**src/include/uart_regs_pkg.sv**
```systemverilog
// Constants and carrier types for the banked UART register decoder
package uart_regs_pkg;

    localparam int          DATA_W = 8;
    localparam int          ADDR_W = 3;

    // Host-visible locations
    localparam logic [2:0]  ADDR_0 = 3'h0;
    localparam logic [2:0]  ADDR_1 = 3'h1;
    localparam logic [2:0]  ADDR_2 = 3'h2;
    localparam logic [2:0]  ADDR_3 = 3'h3;
    localparam logic [2:0]  ADDR_4 = 3'h4;
    localparam logic [2:0]  ADDR_5 = 3'h5;
    localparam logic [2:0]  ADDR_6 = 3'h6;
    localparam logic [2:0]  ADDR_7 = 3'h7;

    // Line-setup value that opens the enhanced bank
    localparam logic [7:0]  ENH_BANK_KEY   = 8'hbf;
    localparam logic [7:0]  DIVISOR_ZERO   = 8'h00;
    localparam logic [7:0]  BYTE_ZERO      = 8'h00;

    // Field positions
    localparam int          LS_DIV_BIT     = 7;
    localparam int          EF_ENH_BIT     = 4;
    localparam int          FS_SEL_BIT     = 6;
    localparam int          FIFO_RXRST_BIT = 1;
    localparam int          FIFO_TXRST_BIT = 2;

    // Enhanced-only bits of the interrupt enable and status bytes
    localparam logic [7:0]  INT_EN_ENH_MASK = 8'hf0;
    localparam logic [7:0]  INT_ST_ENH_MASK = 8'h30;
    // Reset bits of the FIFO setup byte never stay set
    localparam logic [7:0]  FIFO_KEEP_MASK = 8'hf9;

    // Reset value of every stored byte
    localparam logic [7:0]  RST_REG_VALUE  = 8'h00;

    // Index of each stored byte in the register bank
    localparam int          REG_DIV_LOW  = 0;
    localparam int          REG_DIV_HIGH = 1;
    localparam int          REG_DIV_FRAC = 2;
    localparam int          REG_INT_EN   = 3;
    localparam int          REG_FIFO     = 4;
    localparam int          REG_LINE     = 5;
    localparam int          REG_MODEM    = 6;
    localparam int          REG_MSW      = 7;
    localparam int          REG_SCRATCH  = 8;
    localparam int          REG_MODE_SEL = 9;
    localparam int          REG_FSEL     = 10;
    localparam int          REG_ENH_FUNC = 11;
    localparam int          REG_XON1  = 12;
    localparam int          REG_XON2  = 13;
    localparam int          REG_XOFF1 = 14;
    localparam int          REG_XOFF2 = 15;
    localparam int          NUM_REGS  = 16;

    // One host access as seen in a single clock cycle
    typedef struct packed {
        logic               cs;
        logic               rd;
        logic               wr;
        logic [ADDR_W-1:0]  addr;
        logic [DATA_W-1:0]  wdata;
    } host_req_t;

    // Status bytes supplied by the rest of the UART
    typedef struct packed {
        logic [DATA_W-1:0]  rx_data;
        logic [DATA_W-1:0]  int_status;
        logic [DATA_W-1:0]  line_state;
        logic [DATA_W-1:0]  modem_state;
        logic [DATA_W-1:0]  fifo_level;
    } uart_status_t;

    // Stored configuration handed to the rest of the UART
    typedef struct packed {
        logic [DATA_W-1:0]  divisor_low;
        logic [DATA_W-1:0]  divisor_high;
        logic [DATA_W-1:0]  divisor_fraction;
        logic [DATA_W-1:0]  interrupt_enables;
        logic [DATA_W-1:0]  fifo_setup;
        logic [DATA_W-1:0]  line_setup;
        logic [DATA_W-1:0]  modem_outputs;
        logic [DATA_W-1:0]  modem_side_control;
        logic [DATA_W-1:0]  scratch_byte;
        logic [DATA_W-1:0]  enhanced_mode_select;
        logic [DATA_W-1:0]  feature_select;
        logic [DATA_W-1:0]  enhanced_function;
        logic [DATA_W-1:0]  flow_resume_char_1;
        logic [DATA_W-1:0]  flow_resume_char_2;
        logic [DATA_W-1:0]  flow_stop_char_1;
        logic [DATA_W-1:0]  flow_stop_char_2;
    } uart_config_t;

endpackage

```
**src/verilog/reg_byte.sv**
```systemverilog
// One host-writable storage register with load enable
`timescale 1ns/1ns
`default_nettype none

module reg_byte
    import uart_regs_pkg::*;
#(
    parameter int               WIDTH     = DATA_W,
    parameter logic [WIDTH-1:0] RST_VALUE = '0
) (
    input  wire logic             clk_sys_i,
    input  wire logic             rst_i,
    input  wire logic             load_i,
    input  wire logic [WIDTH-1:0] d_i,
    output var  logic [WIDTH-1:0] q_o
);

    generate
        if (WIDTH < 1) begin : g_bad_width
            $error("reg_byte: WIDTH must be at least 1");
        end
    endgenerate

    always_ff @(posedge clk_sys_i or posedge rst_i) begin
        if (rst_i) begin
            q_o <= RST_VALUE;
        end else if (load_i) begin
            q_o <= d_i;
        end
    end

endmodule // reg_byte

`default_nettype wire

```
**src/verilog/uart_register_address_decode.sv**
```systemverilog
// Banked register decoder and register bank of an enhanced UART
`timescale 1ns/1ns
`default_nettype none

module uart_register_address_decode
    import uart_regs_pkg::*;
#(
    parameter logic [7:0] REVISION_CODE = 8'h5a,  // Arbitrary value
    parameter logic [7:0] IDENT_CODE    = 8'ha5   // Arbitrary value
) (
    input  wire logic          clk_sys_i,
    input  wire logic          rst_i,
    input  wire host_req_t     host_i,
    input  wire uart_status_t  status_i,
    output var  logic [7:0]    rdata_o,
    output var  logic          rx_pop_o,
    output var  logic          tx_load_o,
    output var  logic [7:0]    tx_data_o,
    output var  logic          rx_fifo_reset_o,
    output var  logic          tx_fifo_reset_o,
    output var  logic          int_status_read_o,
    output var  logic          line_state_read_o,
    output var  logic          modem_state_read_o,
    output var  logic [7:0]    int_enables_eff_o,
    output var  uart_config_t  config_o
);

    // The decode below serves a byte bus with eight locations and nothing wider
    generate
        if (DATA_W != 8 || ADDR_W != 3) begin : g_bad_bus
            $error("uart_register_address_decode: byte bus with 3-bit address only");
        end
    endgenerate

    ////////////////////////////////////////////////////////////////////////////
    // Bank selection

    logic [7:0] bank_q [NUM_REGS];
    logic [7:0] bank_d [NUM_REGS];
    logic       bank_we [NUM_REGS];

    wire logic       wr_hit   = host_i.cs & host_i.wr;
    wire logic       rd_hit   = host_i.cs & host_i.rd;
    wire logic [7:0] wd       = host_i.wdata;
    wire logic [7:0] line_cur = bank_q[REG_LINE];
    wire logic       key_bank = (line_cur == ENH_BANK_KEY);
    wire logic       div_on   = line_cur[LS_DIV_BIT];
    wire logic       enh_on   = bank_q[REG_ENH_FUNC][EF_ENH_BIT];
    wire logic       fsel_on  = bank_q[REG_FSEL][FS_SEL_BIT];
    wire logic       div_zero = (bank_q[REG_DIV_LOW] == DIVISOR_ZERO)
                              & (bank_q[REG_DIV_HIGH] == DIVISOR_ZERO);

    wire logic at0 = (host_i.addr == ADDR_0);
    wire logic at1 = (host_i.addr == ADDR_1);
    wire logic at2 = (host_i.addr == ADDR_2);
    wire logic at3 = (host_i.addr == ADDR_3);
    wire logic at4 = (host_i.addr == ADDR_4);
    wire logic at5 = (host_i.addr == ADDR_5);
    wire logic at6 = (host_i.addr == ADDR_6);
    wire logic at7 = (host_i.addr == ADDR_7);

    // The key value has bit 7 set, so a clear divisor bit already excludes it
    wire logic sel_div_low  = at0 & div_on & ~key_bank;
    wire logic sel_div_high = at1 & div_on & ~key_bank;
    wire logic sel_div_frac = at2 & div_on & ~key_bank & enh_on;
    wire logic sel_rx_tx    = at0 & ~div_on;
    wire logic sel_int_en   = at1 & ~div_on;
    wire logic sel_int_st   = at2 & ~key_bank & ~(div_on & enh_on);
    wire logic sel_line     = at3;
    wire logic sel_modem    = at4 & ~key_bank;
    wire logic sel_line_st  = at5 & ~key_bank;
    wire logic sel_modem_st = at6 & ~key_bank;
    wire logic sel_msw      = at6 & ~key_bank & enh_on;
    wire logic sel_scratch  = at7 & ~key_bank & ~fsel_on;
    wire logic sel_mode_sel = at7 & ~key_bank & fsel_on;
    wire logic sel_level0   = at0 & key_bank;
    wire logic sel_fsel     = at1 & key_bank;
    wire logic sel_enh_func = at2 & key_bank;
    wire logic sel_xon1     = at4 & key_bank;
    wire logic sel_xon2     = at5 & key_bank;
    wire logic sel_xoff1    = at6 & key_bank;
    wire logic sel_xoff2    = at7 & key_bank;

    ////////////////////////////////////////////////////////////////////////////
    // Write path

    // Only stored bytes get a load; read-only selections have none at all
    assign bank_we[REG_DIV_LOW]  = wr_hit & sel_div_low;
    assign bank_we[REG_DIV_HIGH] = wr_hit & sel_div_high;
    assign bank_we[REG_DIV_FRAC] = wr_hit & sel_div_frac;
    assign bank_we[REG_INT_EN]   = wr_hit & sel_int_en;
    assign bank_we[REG_FIFO]     = wr_hit & sel_int_st;
    assign bank_we[REG_LINE]     = wr_hit & sel_line;
    assign bank_we[REG_MODEM]    = wr_hit & sel_modem;
    assign bank_we[REG_MSW]      = wr_hit & sel_msw;
    assign bank_we[REG_SCRATCH]  = wr_hit & sel_scratch;
    assign bank_we[REG_MODE_SEL] = wr_hit & sel_mode_sel;
    assign bank_we[REG_FSEL]     = wr_hit & sel_fsel;
    assign bank_we[REG_ENH_FUNC] = wr_hit & sel_enh_func;
    assign bank_we[REG_XON1]  = wr_hit & sel_xon1;
    assign bank_we[REG_XON2]  = wr_hit & sel_xon2;
    assign bank_we[REG_XOFF1] = wr_hit & sel_xoff1;
    assign bank_we[REG_XOFF2] = wr_hit & sel_xoff2;

    // Enhanced enables keep their old value unless enhanced mode is on
    wire logic [7:0] nxt_int_en = enh_on ? wd
        : ((bank_q[REG_INT_EN] & INT_EN_ENH_MASK) | (wd & ~INT_EN_ENH_MASK));
    // FIFO reset bits act as pulses and are never stored
    wire logic [7:0] nxt_fifo = wd & FIFO_KEEP_MASK;

    genvar gi;
    generate
        for (gi = 0; gi < NUM_REGS; gi++) begin : g_bank
            assign bank_d[gi] = (gi == REG_INT_EN) ? nxt_int_en
                              : (gi == REG_FIFO) ? nxt_fifo
                              : wd;
            reg_byte #(
                .WIDTH     (DATA_W),
                .RST_VALUE (RST_REG_VALUE)
            ) u_reg (
                .clk_sys_i (clk_sys_i),
                .rst_i     (rst_i),
                .load_i    (bank_we[gi]),
                .d_i       (bank_d[gi]),
                .q_o       (bank_q[gi])
            );
        end
    endgenerate

    assign config_o.divisor_low          = bank_q[REG_DIV_LOW];
    assign config_o.divisor_high         = bank_q[REG_DIV_HIGH];
    assign config_o.divisor_fraction     = bank_q[REG_DIV_FRAC];
    assign config_o.interrupt_enables    = bank_q[REG_INT_EN];
    assign config_o.fifo_setup           = bank_q[REG_FIFO];
    assign config_o.line_setup           = bank_q[REG_LINE];
    assign config_o.modem_outputs        = bank_q[REG_MODEM];
    assign config_o.modem_side_control   = bank_q[REG_MSW];
    assign config_o.scratch_byte         = bank_q[REG_SCRATCH];
    assign config_o.enhanced_mode_select = bank_q[REG_MODE_SEL];
    assign config_o.feature_select       = bank_q[REG_FSEL];
    assign config_o.enhanced_function    = bank_q[REG_ENH_FUNC];
    assign config_o.flow_resume_char_1   = bank_q[REG_XON1];
    assign config_o.flow_resume_char_2   = bank_q[REG_XON2];
    assign config_o.flow_stop_char_1     = bank_q[REG_XOFF1];
    assign config_o.flow_stop_char_2     = bank_q[REG_XOFF2];

    ////////////////////////////////////////////////////////////////////////////
    // Read path

    wire logic [7:0] enh_int_en_mask = enh_on ? 8'hff : ~INT_EN_ENH_MASK;
    wire logic [7:0] enh_int_st_mask = enh_on ? 8'hff : ~INT_ST_ENH_MASK;

    wire logic [7:0] rd_div_low  = div_zero ? REVISION_CODE : bank_q[REG_DIV_LOW];
    wire logic [7:0] rd_div_high = div_zero ? IDENT_CODE : bank_q[REG_DIV_HIGH];

    wire logic [7:0] rd_mux =
          sel_div_low  ? rd_div_low
        : sel_div_high ? rd_div_high
        : sel_div_frac ? bank_q[REG_DIV_FRAC]
        : sel_rx_tx    ? status_i.rx_data
        : sel_int_en   ? (bank_q[REG_INT_EN] & enh_int_en_mask)
        : sel_int_st   ? (status_i.int_status & enh_int_st_mask)
        : sel_line     ? bank_q[REG_LINE]
        : sel_modem    ? bank_q[REG_MODEM]
        : sel_line_st  ? status_i.line_state
        : sel_modem_st ? status_i.modem_state
        : sel_scratch  ? bank_q[REG_SCRATCH]
        : sel_mode_sel ? status_i.fifo_level
        : sel_level0   ? status_i.fifo_level
        : sel_fsel     ? bank_q[REG_FSEL]
        : sel_enh_func ? bank_q[REG_ENH_FUNC]
        : sel_xon1     ? bank_q[REG_XON1]
        : sel_xon2     ? bank_q[REG_XON2]
        : sel_xoff1    ? bank_q[REG_XOFF1]
        : sel_xoff2    ? bank_q[REG_XOFF2]
        : BYTE_ZERO;

    // Side effects of reads are strobes only; no stored byte changes on a read
    wire logic nxt_rx_pop        = rd_hit & sel_rx_tx;
    wire logic nxt_int_st_read   = rd_hit & sel_int_st;
    wire logic nxt_line_st_read  = rd_hit & sel_line_st;
    wire logic nxt_modem_st_read = rd_hit & sel_modem_st;
    wire logic nxt_tx_load       = wr_hit & sel_rx_tx;
    wire logic nxt_rx_rst        = wr_hit & sel_int_st & wd[FIFO_RXRST_BIT];
    wire logic nxt_tx_rst        = wr_hit & sel_int_st & wd[FIFO_TXRST_BIT];

    ////////////////////////////////////////////////////////////////////////////
    // Output flip-flops

    always_ff @(posedge clk_sys_i or posedge rst_i) begin
        if (rst_i) begin
            rdata_o <= BYTE_ZERO;
        end else if (rd_hit) begin
            rdata_o <= rd_mux;
        end
    end

    always_ff @(posedge clk_sys_i or posedge rst_i) begin
        if (rst_i) begin
            tx_data_o <= BYTE_ZERO;
        end else if (nxt_tx_load) begin
            tx_data_o <= wd;
        end
    end

    always_ff @(posedge clk_sys_i or posedge rst_i) begin
        if (rst_i) begin
            rx_pop_o        <= 1'b0;
            tx_load_o       <= 1'b0;
            rx_fifo_reset_o <= 1'b0;
            tx_fifo_reset_o <= 1'b0;
            int_status_read_o  <= 1'b0;
            line_state_read_o  <= 1'b0;
            modem_state_read_o <= 1'b0;
        end else begin
            rx_pop_o           <= nxt_rx_pop;
            tx_load_o          <= nxt_tx_load;
            rx_fifo_reset_o    <= nxt_rx_rst;
            tx_fifo_reset_o    <= nxt_tx_rst;
            int_status_read_o  <= nxt_int_st_read;
            line_state_read_o  <= nxt_line_st_read;
            modem_state_read_o <= nxt_modem_st_read;
        end
    end

    // Enables as the interrupt logic must see them
    always_ff @(posedge clk_sys_i or posedge rst_i) begin
        if (rst_i) begin
            int_enables_eff_o <= RST_REG_VALUE;
        end else begin
            int_enables_eff_o <= bank_q[REG_INT_EN] & enh_int_en_mask;
        end
    end

    wire logic [NUM_REGS*8-1:0] bank_flat;
    generate
        for (gi = 0; gi < NUM_REGS; gi++) begin : g_flat
            assign bank_flat[gi*8 +: 8] = bank_q[gi];
        end
    endgenerate
endmodule // uart_register_address_decode

`default_nettype wire
```
**config.mk**
```make
export PLATFORM = sky130hd
export DESIGN_NAME = uart_register_address_decode
export DESIGN_NICKNAME = d
export VERILOG_FILES = /design/src/include/uart_regs_pkg.sv /design/src/verilog/reg_byte.sv /design/src/verilog/uart_register_address_decode.sv
export SDC_FILE = /design/constraint.sdc
export NUM_CORES = 1
export LEC_CHECK = 0
export ABC_AREA = 1
export BUFFER_PORTS_ARGS = -buffer_cell sky130_fd_sc_hd__buf_2
export CAP_MARGIN = 10
export CORE_ASPECT_RATIO = 1.2
export CORE_MARGIN = 1
export CORE_UTILIZATION = 40
export CTS_CLUSTER_DIAMETER = 100
export DETAILED_ROUTE_END_ITERATION = 12
export PLACE_DENSITY_LB_ADDON = 0.05
export SETUP_SLACK_MARGIN = 0.4
export SLEW_MARGIN = 20
export SYNTH_ARGS = -nofsm -noshare
export SYNTH_HDL_FRONTEND = slang
export SYNTH_SLANG_ARGS = --single-unit
```
**constraint.sdc**
```tcl
create_clock -name clk_sys_i -period 5.91 [get_ports clk_sys_i]
set_input_delay 1.773 -clock clk_sys_i [delete_from_list [all_inputs] [get_ports clk_sys_i]]
set_output_delay 1.773 -clock clk_sys_i [all_outputs]
set_load 0.005 [all_outputs]
```
# Word level (Yosys, flattened, before mapping)
# Cells that the tools add are included.
# op_classes
addsub	0
n_mul	0
div_mod_pow	0
order_cmp	0
eq_ne	8
shift	0
muxes	24
bitwise	59
reduce_logical	3
# ops
op	n
2-to-1 mux 8 bit	23
bitwise AND 1 bit	52
bitwise AND 8 bit	2
logical NOT 8 bit	2
== test 3 bit, second input constant	4
== test 8 bit, second input constant	1
bitwise OR 8 x 4 -> 8 bit	1
== test 3 x 2 -> 1 bit, second input constant	2
2-to-1 mux 6 bit	1
inverter 1 bit	4
== test 3 x 1 -> 1 bit, second input constant	1
logical NOT 3 bit	1
# word_totals
regBits	157
latchBits	0
ram_bits	0
rom_bits	0
input_bits	56
out_inout_bits	159
wordCells	120
n_memories	0

# Depth between registers and ports, before layout
# depth
ltp_word	21
depth_mapped	17
mapped_depth_nobuf	17

# Cells and area by module
# Synthesis repeated with hierarchy kept, for this count alone.
# unflattened
hier_cells	1045
hier_area_um2	7808.7
# modules_own_cells
module	n_inst	cells_each	area_each_um2	seq_area_each_um2
reg_byte	16	35	309.0	200.2
uart_register_address_decode	1	485	2864.0	775.7

# Worst setup path after synthesis
# OpenSTA, ideal clock, no wires.
# synth_path
path_type	input -> register
from	in host_i[8] in the netlist's numbering
to	reg rdata_o[6]
setup_time_ns	0.116
arrival_time_ns	2.980
required_ns	5.794
path_slack_ns	2.814
cell_stages	10
n_path_buf	1
path_cell_list	nor3_2 -> inv_1 -> nor2_1 -> inv_1 -> clkbuf_1 -> or2_2 -> nand2_1 -> nand3b_1 -> nand2_1 -> nand2_1
# synth_between
elab_chain_len	21
elab_cells_between_ends	51
classes_between	eq/ne (7); mux (19); bitwise (24); reduce/logical (1)
# synth_rtl
element	line_no	source
start, declared	uart_register_address_decode.sv:13	input wire host_req_t host_i,
== test 3 bit	uart_register_address_decode.sv:60	wire logic at7 = (host_i.addr == ADDR_7);
bitwise AND 1 bit	uart_register_address_decode.sv:82	wire logic sel_xoff2 = at7 & key_bank;
2-to-1 mux 8 bit	uart_register_address_decode.sv:175	: sel_xoff2 ? bank_q[REG_XOFF2]
2-to-1 mux 8 bit	uart_register_address_decode.sv:174	: sel_xoff1 ? bank_q[REG_XOFF1]
2-to-1 mux 8 bit	uart_register_address_decode.sv:173	: sel_xon2 ? bank_q[REG_XON2]
2-to-1 mux 8 bit	uart_register_address_decode.sv:172	: sel_xon1 ? bank_q[REG_XON1]
2-to-1 mux 8 bit	uart_register_address_decode.sv:171	: sel_enh_func ? bank_q[REG_ENH_FUNC]
2-to-1 mux 8 bit	uart_register_address_decode.sv:170	: sel_fsel ? bank_q[REG_FSEL]
[... 5 more ...]	-	
2-to-1 mux 8 bit	uart_register_address_decode.sv:164	: sel_modem ? bank_q[REG_MODEM]
2-to-1 mux 8 bit	uart_register_address_decode.sv:163	: sel_line ? bank_q[REG_LINE]
2-to-1 mux 8 bit	uart_register_address_decode.sv:162	: sel_int_st ? (status_i.int_status & enh_int_st_mask)
2-to-1 mux 8 bit	uart_register_address_decode.sv:161	: sel_int_en ? (bank_q[REG_INT_EN] & enh_int_en_mask)
2-to-1 mux 8 bit	uart_register_address_decode.sv:160	: sel_rx_tx ? status_i.rx_data
2-to-1 mux 8 bit	uart_register_address_decode.sv:159	: sel_div_frac ? bank_q[REG_DIV_FRAC]
2-to-1 mux 8 bit	uart_register_address_decode.sv:158	: sel_div_high ? rd_div_high
2-to-1 mux 8 bit *	uart_register_address_decode.sv:157	sel_div_low ? rd_div_low
end signal, assigned	uart_register_address_decode.sv:194	rdata_o <= rd_mux;
end, declared	uart_register_address_decode.sv:15	output var logic [7:0] rdata_o,
# Every way passes the cells marked *; elsewhere a longest branch is shown, timed or not.
# A chain may end at the register's enable or synchronous reset.

# Final worst setup path
# layout_path
from	in host_i[8] in the netlist's numbering
to	reg rdata_o[2]
# The elaborated chain is that of the path after synthesis.

==> reports/qor.yml <==
yosys:
  mappedNetlistArea_um2: 7190
  yosys-top-cells-area: "dfrtp_1 (55%), nand2_1 (15%), o21ai_0 (9.3%)"
  ys_warn_count: 0
  synth_largest_area_cell: "dfrtp_1"
  synth.distinct_cells: 30
  synth_compound_area_frac: 0.112
  postSynthCellCount: 884
  synth_top_family_by_area: "simple AND/OR/NAND/NOR gates"
  synth_fa_ha_area_frac: 0
  synth_xor_area_frac: 0
  seq_area_frac_synth: 0.546
  ys_ff_latch: 157
  yosys.area_share.simple: 0.274
  avgSynthCellArea_um2: 8.14
  synthMuxAreaShare: 0
  synth_top_area_frac: 0.546
timing:
  worst_pin_slew_ns: 0.967
  grt_setup_unrepaired: "no"
  setup_tns_ns: 0
  max_freq_mhz: 283
  fin_crit_ns: 3.54
  slew_viol_final: 0
  finClkSkew_ns: 0.00808
  hold_ws_ns: 0.447
  timing.final.ws_setup_ns: 2.37
  slew_headroom: 0.355
  hold_violations: 0
  setup_viol_count_final: 0
  period_share: 0.598
power_and_ir_drop:
  power_density_nw_per_um2: 315
  static-leakage-power_nw: 4.77
  vdd_drop_max_v: 0.000225
global_route:
  grt_max_degree: 158
  grt_pass1_vias: 6232
  antenna_found_initial: 0
  overflow: 0
  grt_pass1_wl_um: 37300
  grt_usage: 0.270
drt:
  num_vias: 6705
  dr.first_iter.drc_count: 493
  routed_wirelength_um: 24400
  post_drt_wl_per_cell_um: 18.6
  dr.pass1.iters: 5
  drc: 0
  detail-route-antenna-nets: 0
  avgViaCountPerCell: 5.12
setup_path:
  critPathKind: "primary input to flip-flop"
  crit_path_max_fanout: 17
  start_kind: "primary input"
  critPathRequiredTime_ns: 6.23
  cp-end-kind: "flip-flop"
  arrival_ns: 3.85
clock_network:
  cts.sinks: 157
  post-cts-setup-buffers: 0
  cts_root_buffer: "clkbuf_16"
  cts_max_level: 4
  clk_pin_slew_ns: 0.06
  cts_tree: "yes"
  hold_buffers: 0
  ctsLongestPathBuffers: 2
  cts_resized: 0
  clk_latency_ns: 0.43
  cts_buffers: 17
final_layout:
  post-route-util: 0.513
  diodes: 0
  mostFrequentLayoutCell: "nand2_1"
  final_cell_area_um2: 9010
  final_nets: 1134
  n_fill_cell: 1781
  drive_gt1_frac: 0.257
  area_growth_pct: 25.3
  mostFrequentLayoutCells: "nand2_1 (282), buf_2 (212), dfrtp_1 (157)"
die:
  rows: 53
  core_um2: 17600
  start_util: 0.409
  die_w_um: 124
  dieArea_um2: 18500
  die_y_um: 149
  pin_count: 215
placement:
  io_buffers: 212
  place_area_um2: 8370
  hpwl_um: 16900
  gp_congestion: 0.868
  place_ws_ns: 1.96
hold_path:
  hp-class: "flip-flop to flip-flop"
flow_run:
  timing.max_cap.violations: 0
run_status:
  status: "completed"
registers in the layout, indices dropped and copies added (netlist names):
signal	count
int_status_read_o	1
tx_fifo_reset_o	1
rx_fifo_reset_o	1
rdata_o	8
rx_pop_o	1
tx_data_o	8
modem_state_read_o	1
tx_load_o	1
g_bank.u_reg.q_o	126
int_enables_eff_o	8
line_state_read_o	1
metal layers:
layer  global-route usage  vias to the layer above  share of wire
li1                     -                     3246              -
met1                0.366                     3169           0.44
met2                0.438                      265           0.48
met3               0.0524                       25          0.057
met4               0.0831                        0          0.017
met5                    0                        -              0
report_power, final:
group	leakage (nW)	switching, W	internal (W)
Sequential	2.09	0.0000983	0.00118
Clock	0.304	0.000451	0.000731
Combinational	2.38	0.000223	0.000155
cell usage after synthesis (all sizes together):
library cell,number
or2,12
nand4,24
nor2,55
clkinv,1
clkbuf,27
dfrtp,157
nor3,8
a21oi,25
inv,80
buf,12
o21bai,1
nand3b,4
conb,1
o22ai,1
nand3,52
nor4,5
o21ai,133
nand2,286
cell families after synthesis:
group	count (synthesis)
flops	157
simple gates	446
buf+inv	120
other cells	1
compound gates	160
through the flow:
step | std cells | power (W)
6_report | 1310 | 0.00284
3_5_place_dp | 1279 | 0.00167
2_1_floorplan | 885 | 0.00146
3_3_place_gp | 1279 | 0.00167
5_1_grt | 1310 | 0.00297
4_1_cts | 1310 | 0.00286
worst paths after layout:
path	from	endpoint	slack [ns]	depth (start not counted)
worst max register to register	g_bank[5].u_reg.q_o[7]$_DFFE_PP0P_	rdata_o[5]$_DFFE_PP0P_	3.20	14
worst max-delay path	host_i[8]	rdata_o[2]$_DFFE_PP0P_	2.37	14
min in group asynchronous	rst_i	g_bank[9].u_reg.q_o[6]$_DFFE_PP0P_	1.55	3
worst min-delay path	g_bank[3].u_reg.q_o[1]$_DFFE_PP0P_	int_enables_eff_o[1]$_DFF_PP0_	0.45	0
worst min register to register	g_bank[3].u_reg.q_o[1]$_DFFE_PP0P_	int_enables_eff_o[1]$_DFF_PP0_	0.45	0
max in group asynchronous	rst_i	g_bank[3].u_reg.q_o[2]$_DFFE_PP0P_	3.66	3
worst max-delay path, cell delays in order:
cell and delay (ns):
buf_2 0.16, inv_2 0.09, nor3_4 0.49, nand2_2 0.12, nor2_4 0.33, a21oi_1 0.08
nand2_1 0.09, nand4_1 0.15, nor2_1 0.15, nand4_1 0.12, nor2_1 0.13, nand3_1 0.08
nand2_1 0.06, nand2_1 0.04
cell type report:
cell class / count / area [µm²] / share of cell area
Sequential cell: 157 / 3930 / 0.436
Multi-Input combinational cell: 608 / 2780 / 0.309
Timing Repair Buffer: 213 / 1080 / 0.120
Clock buffer: 19 / 453 / 0.0503
Inverter: 81 / 308 / 0.0342
Tap cell: 220 / 275 / 0.0305
Clock inverter: 12 / 185 / 0.0205
No activity file was read; power rests on OpenSTA's default activity.
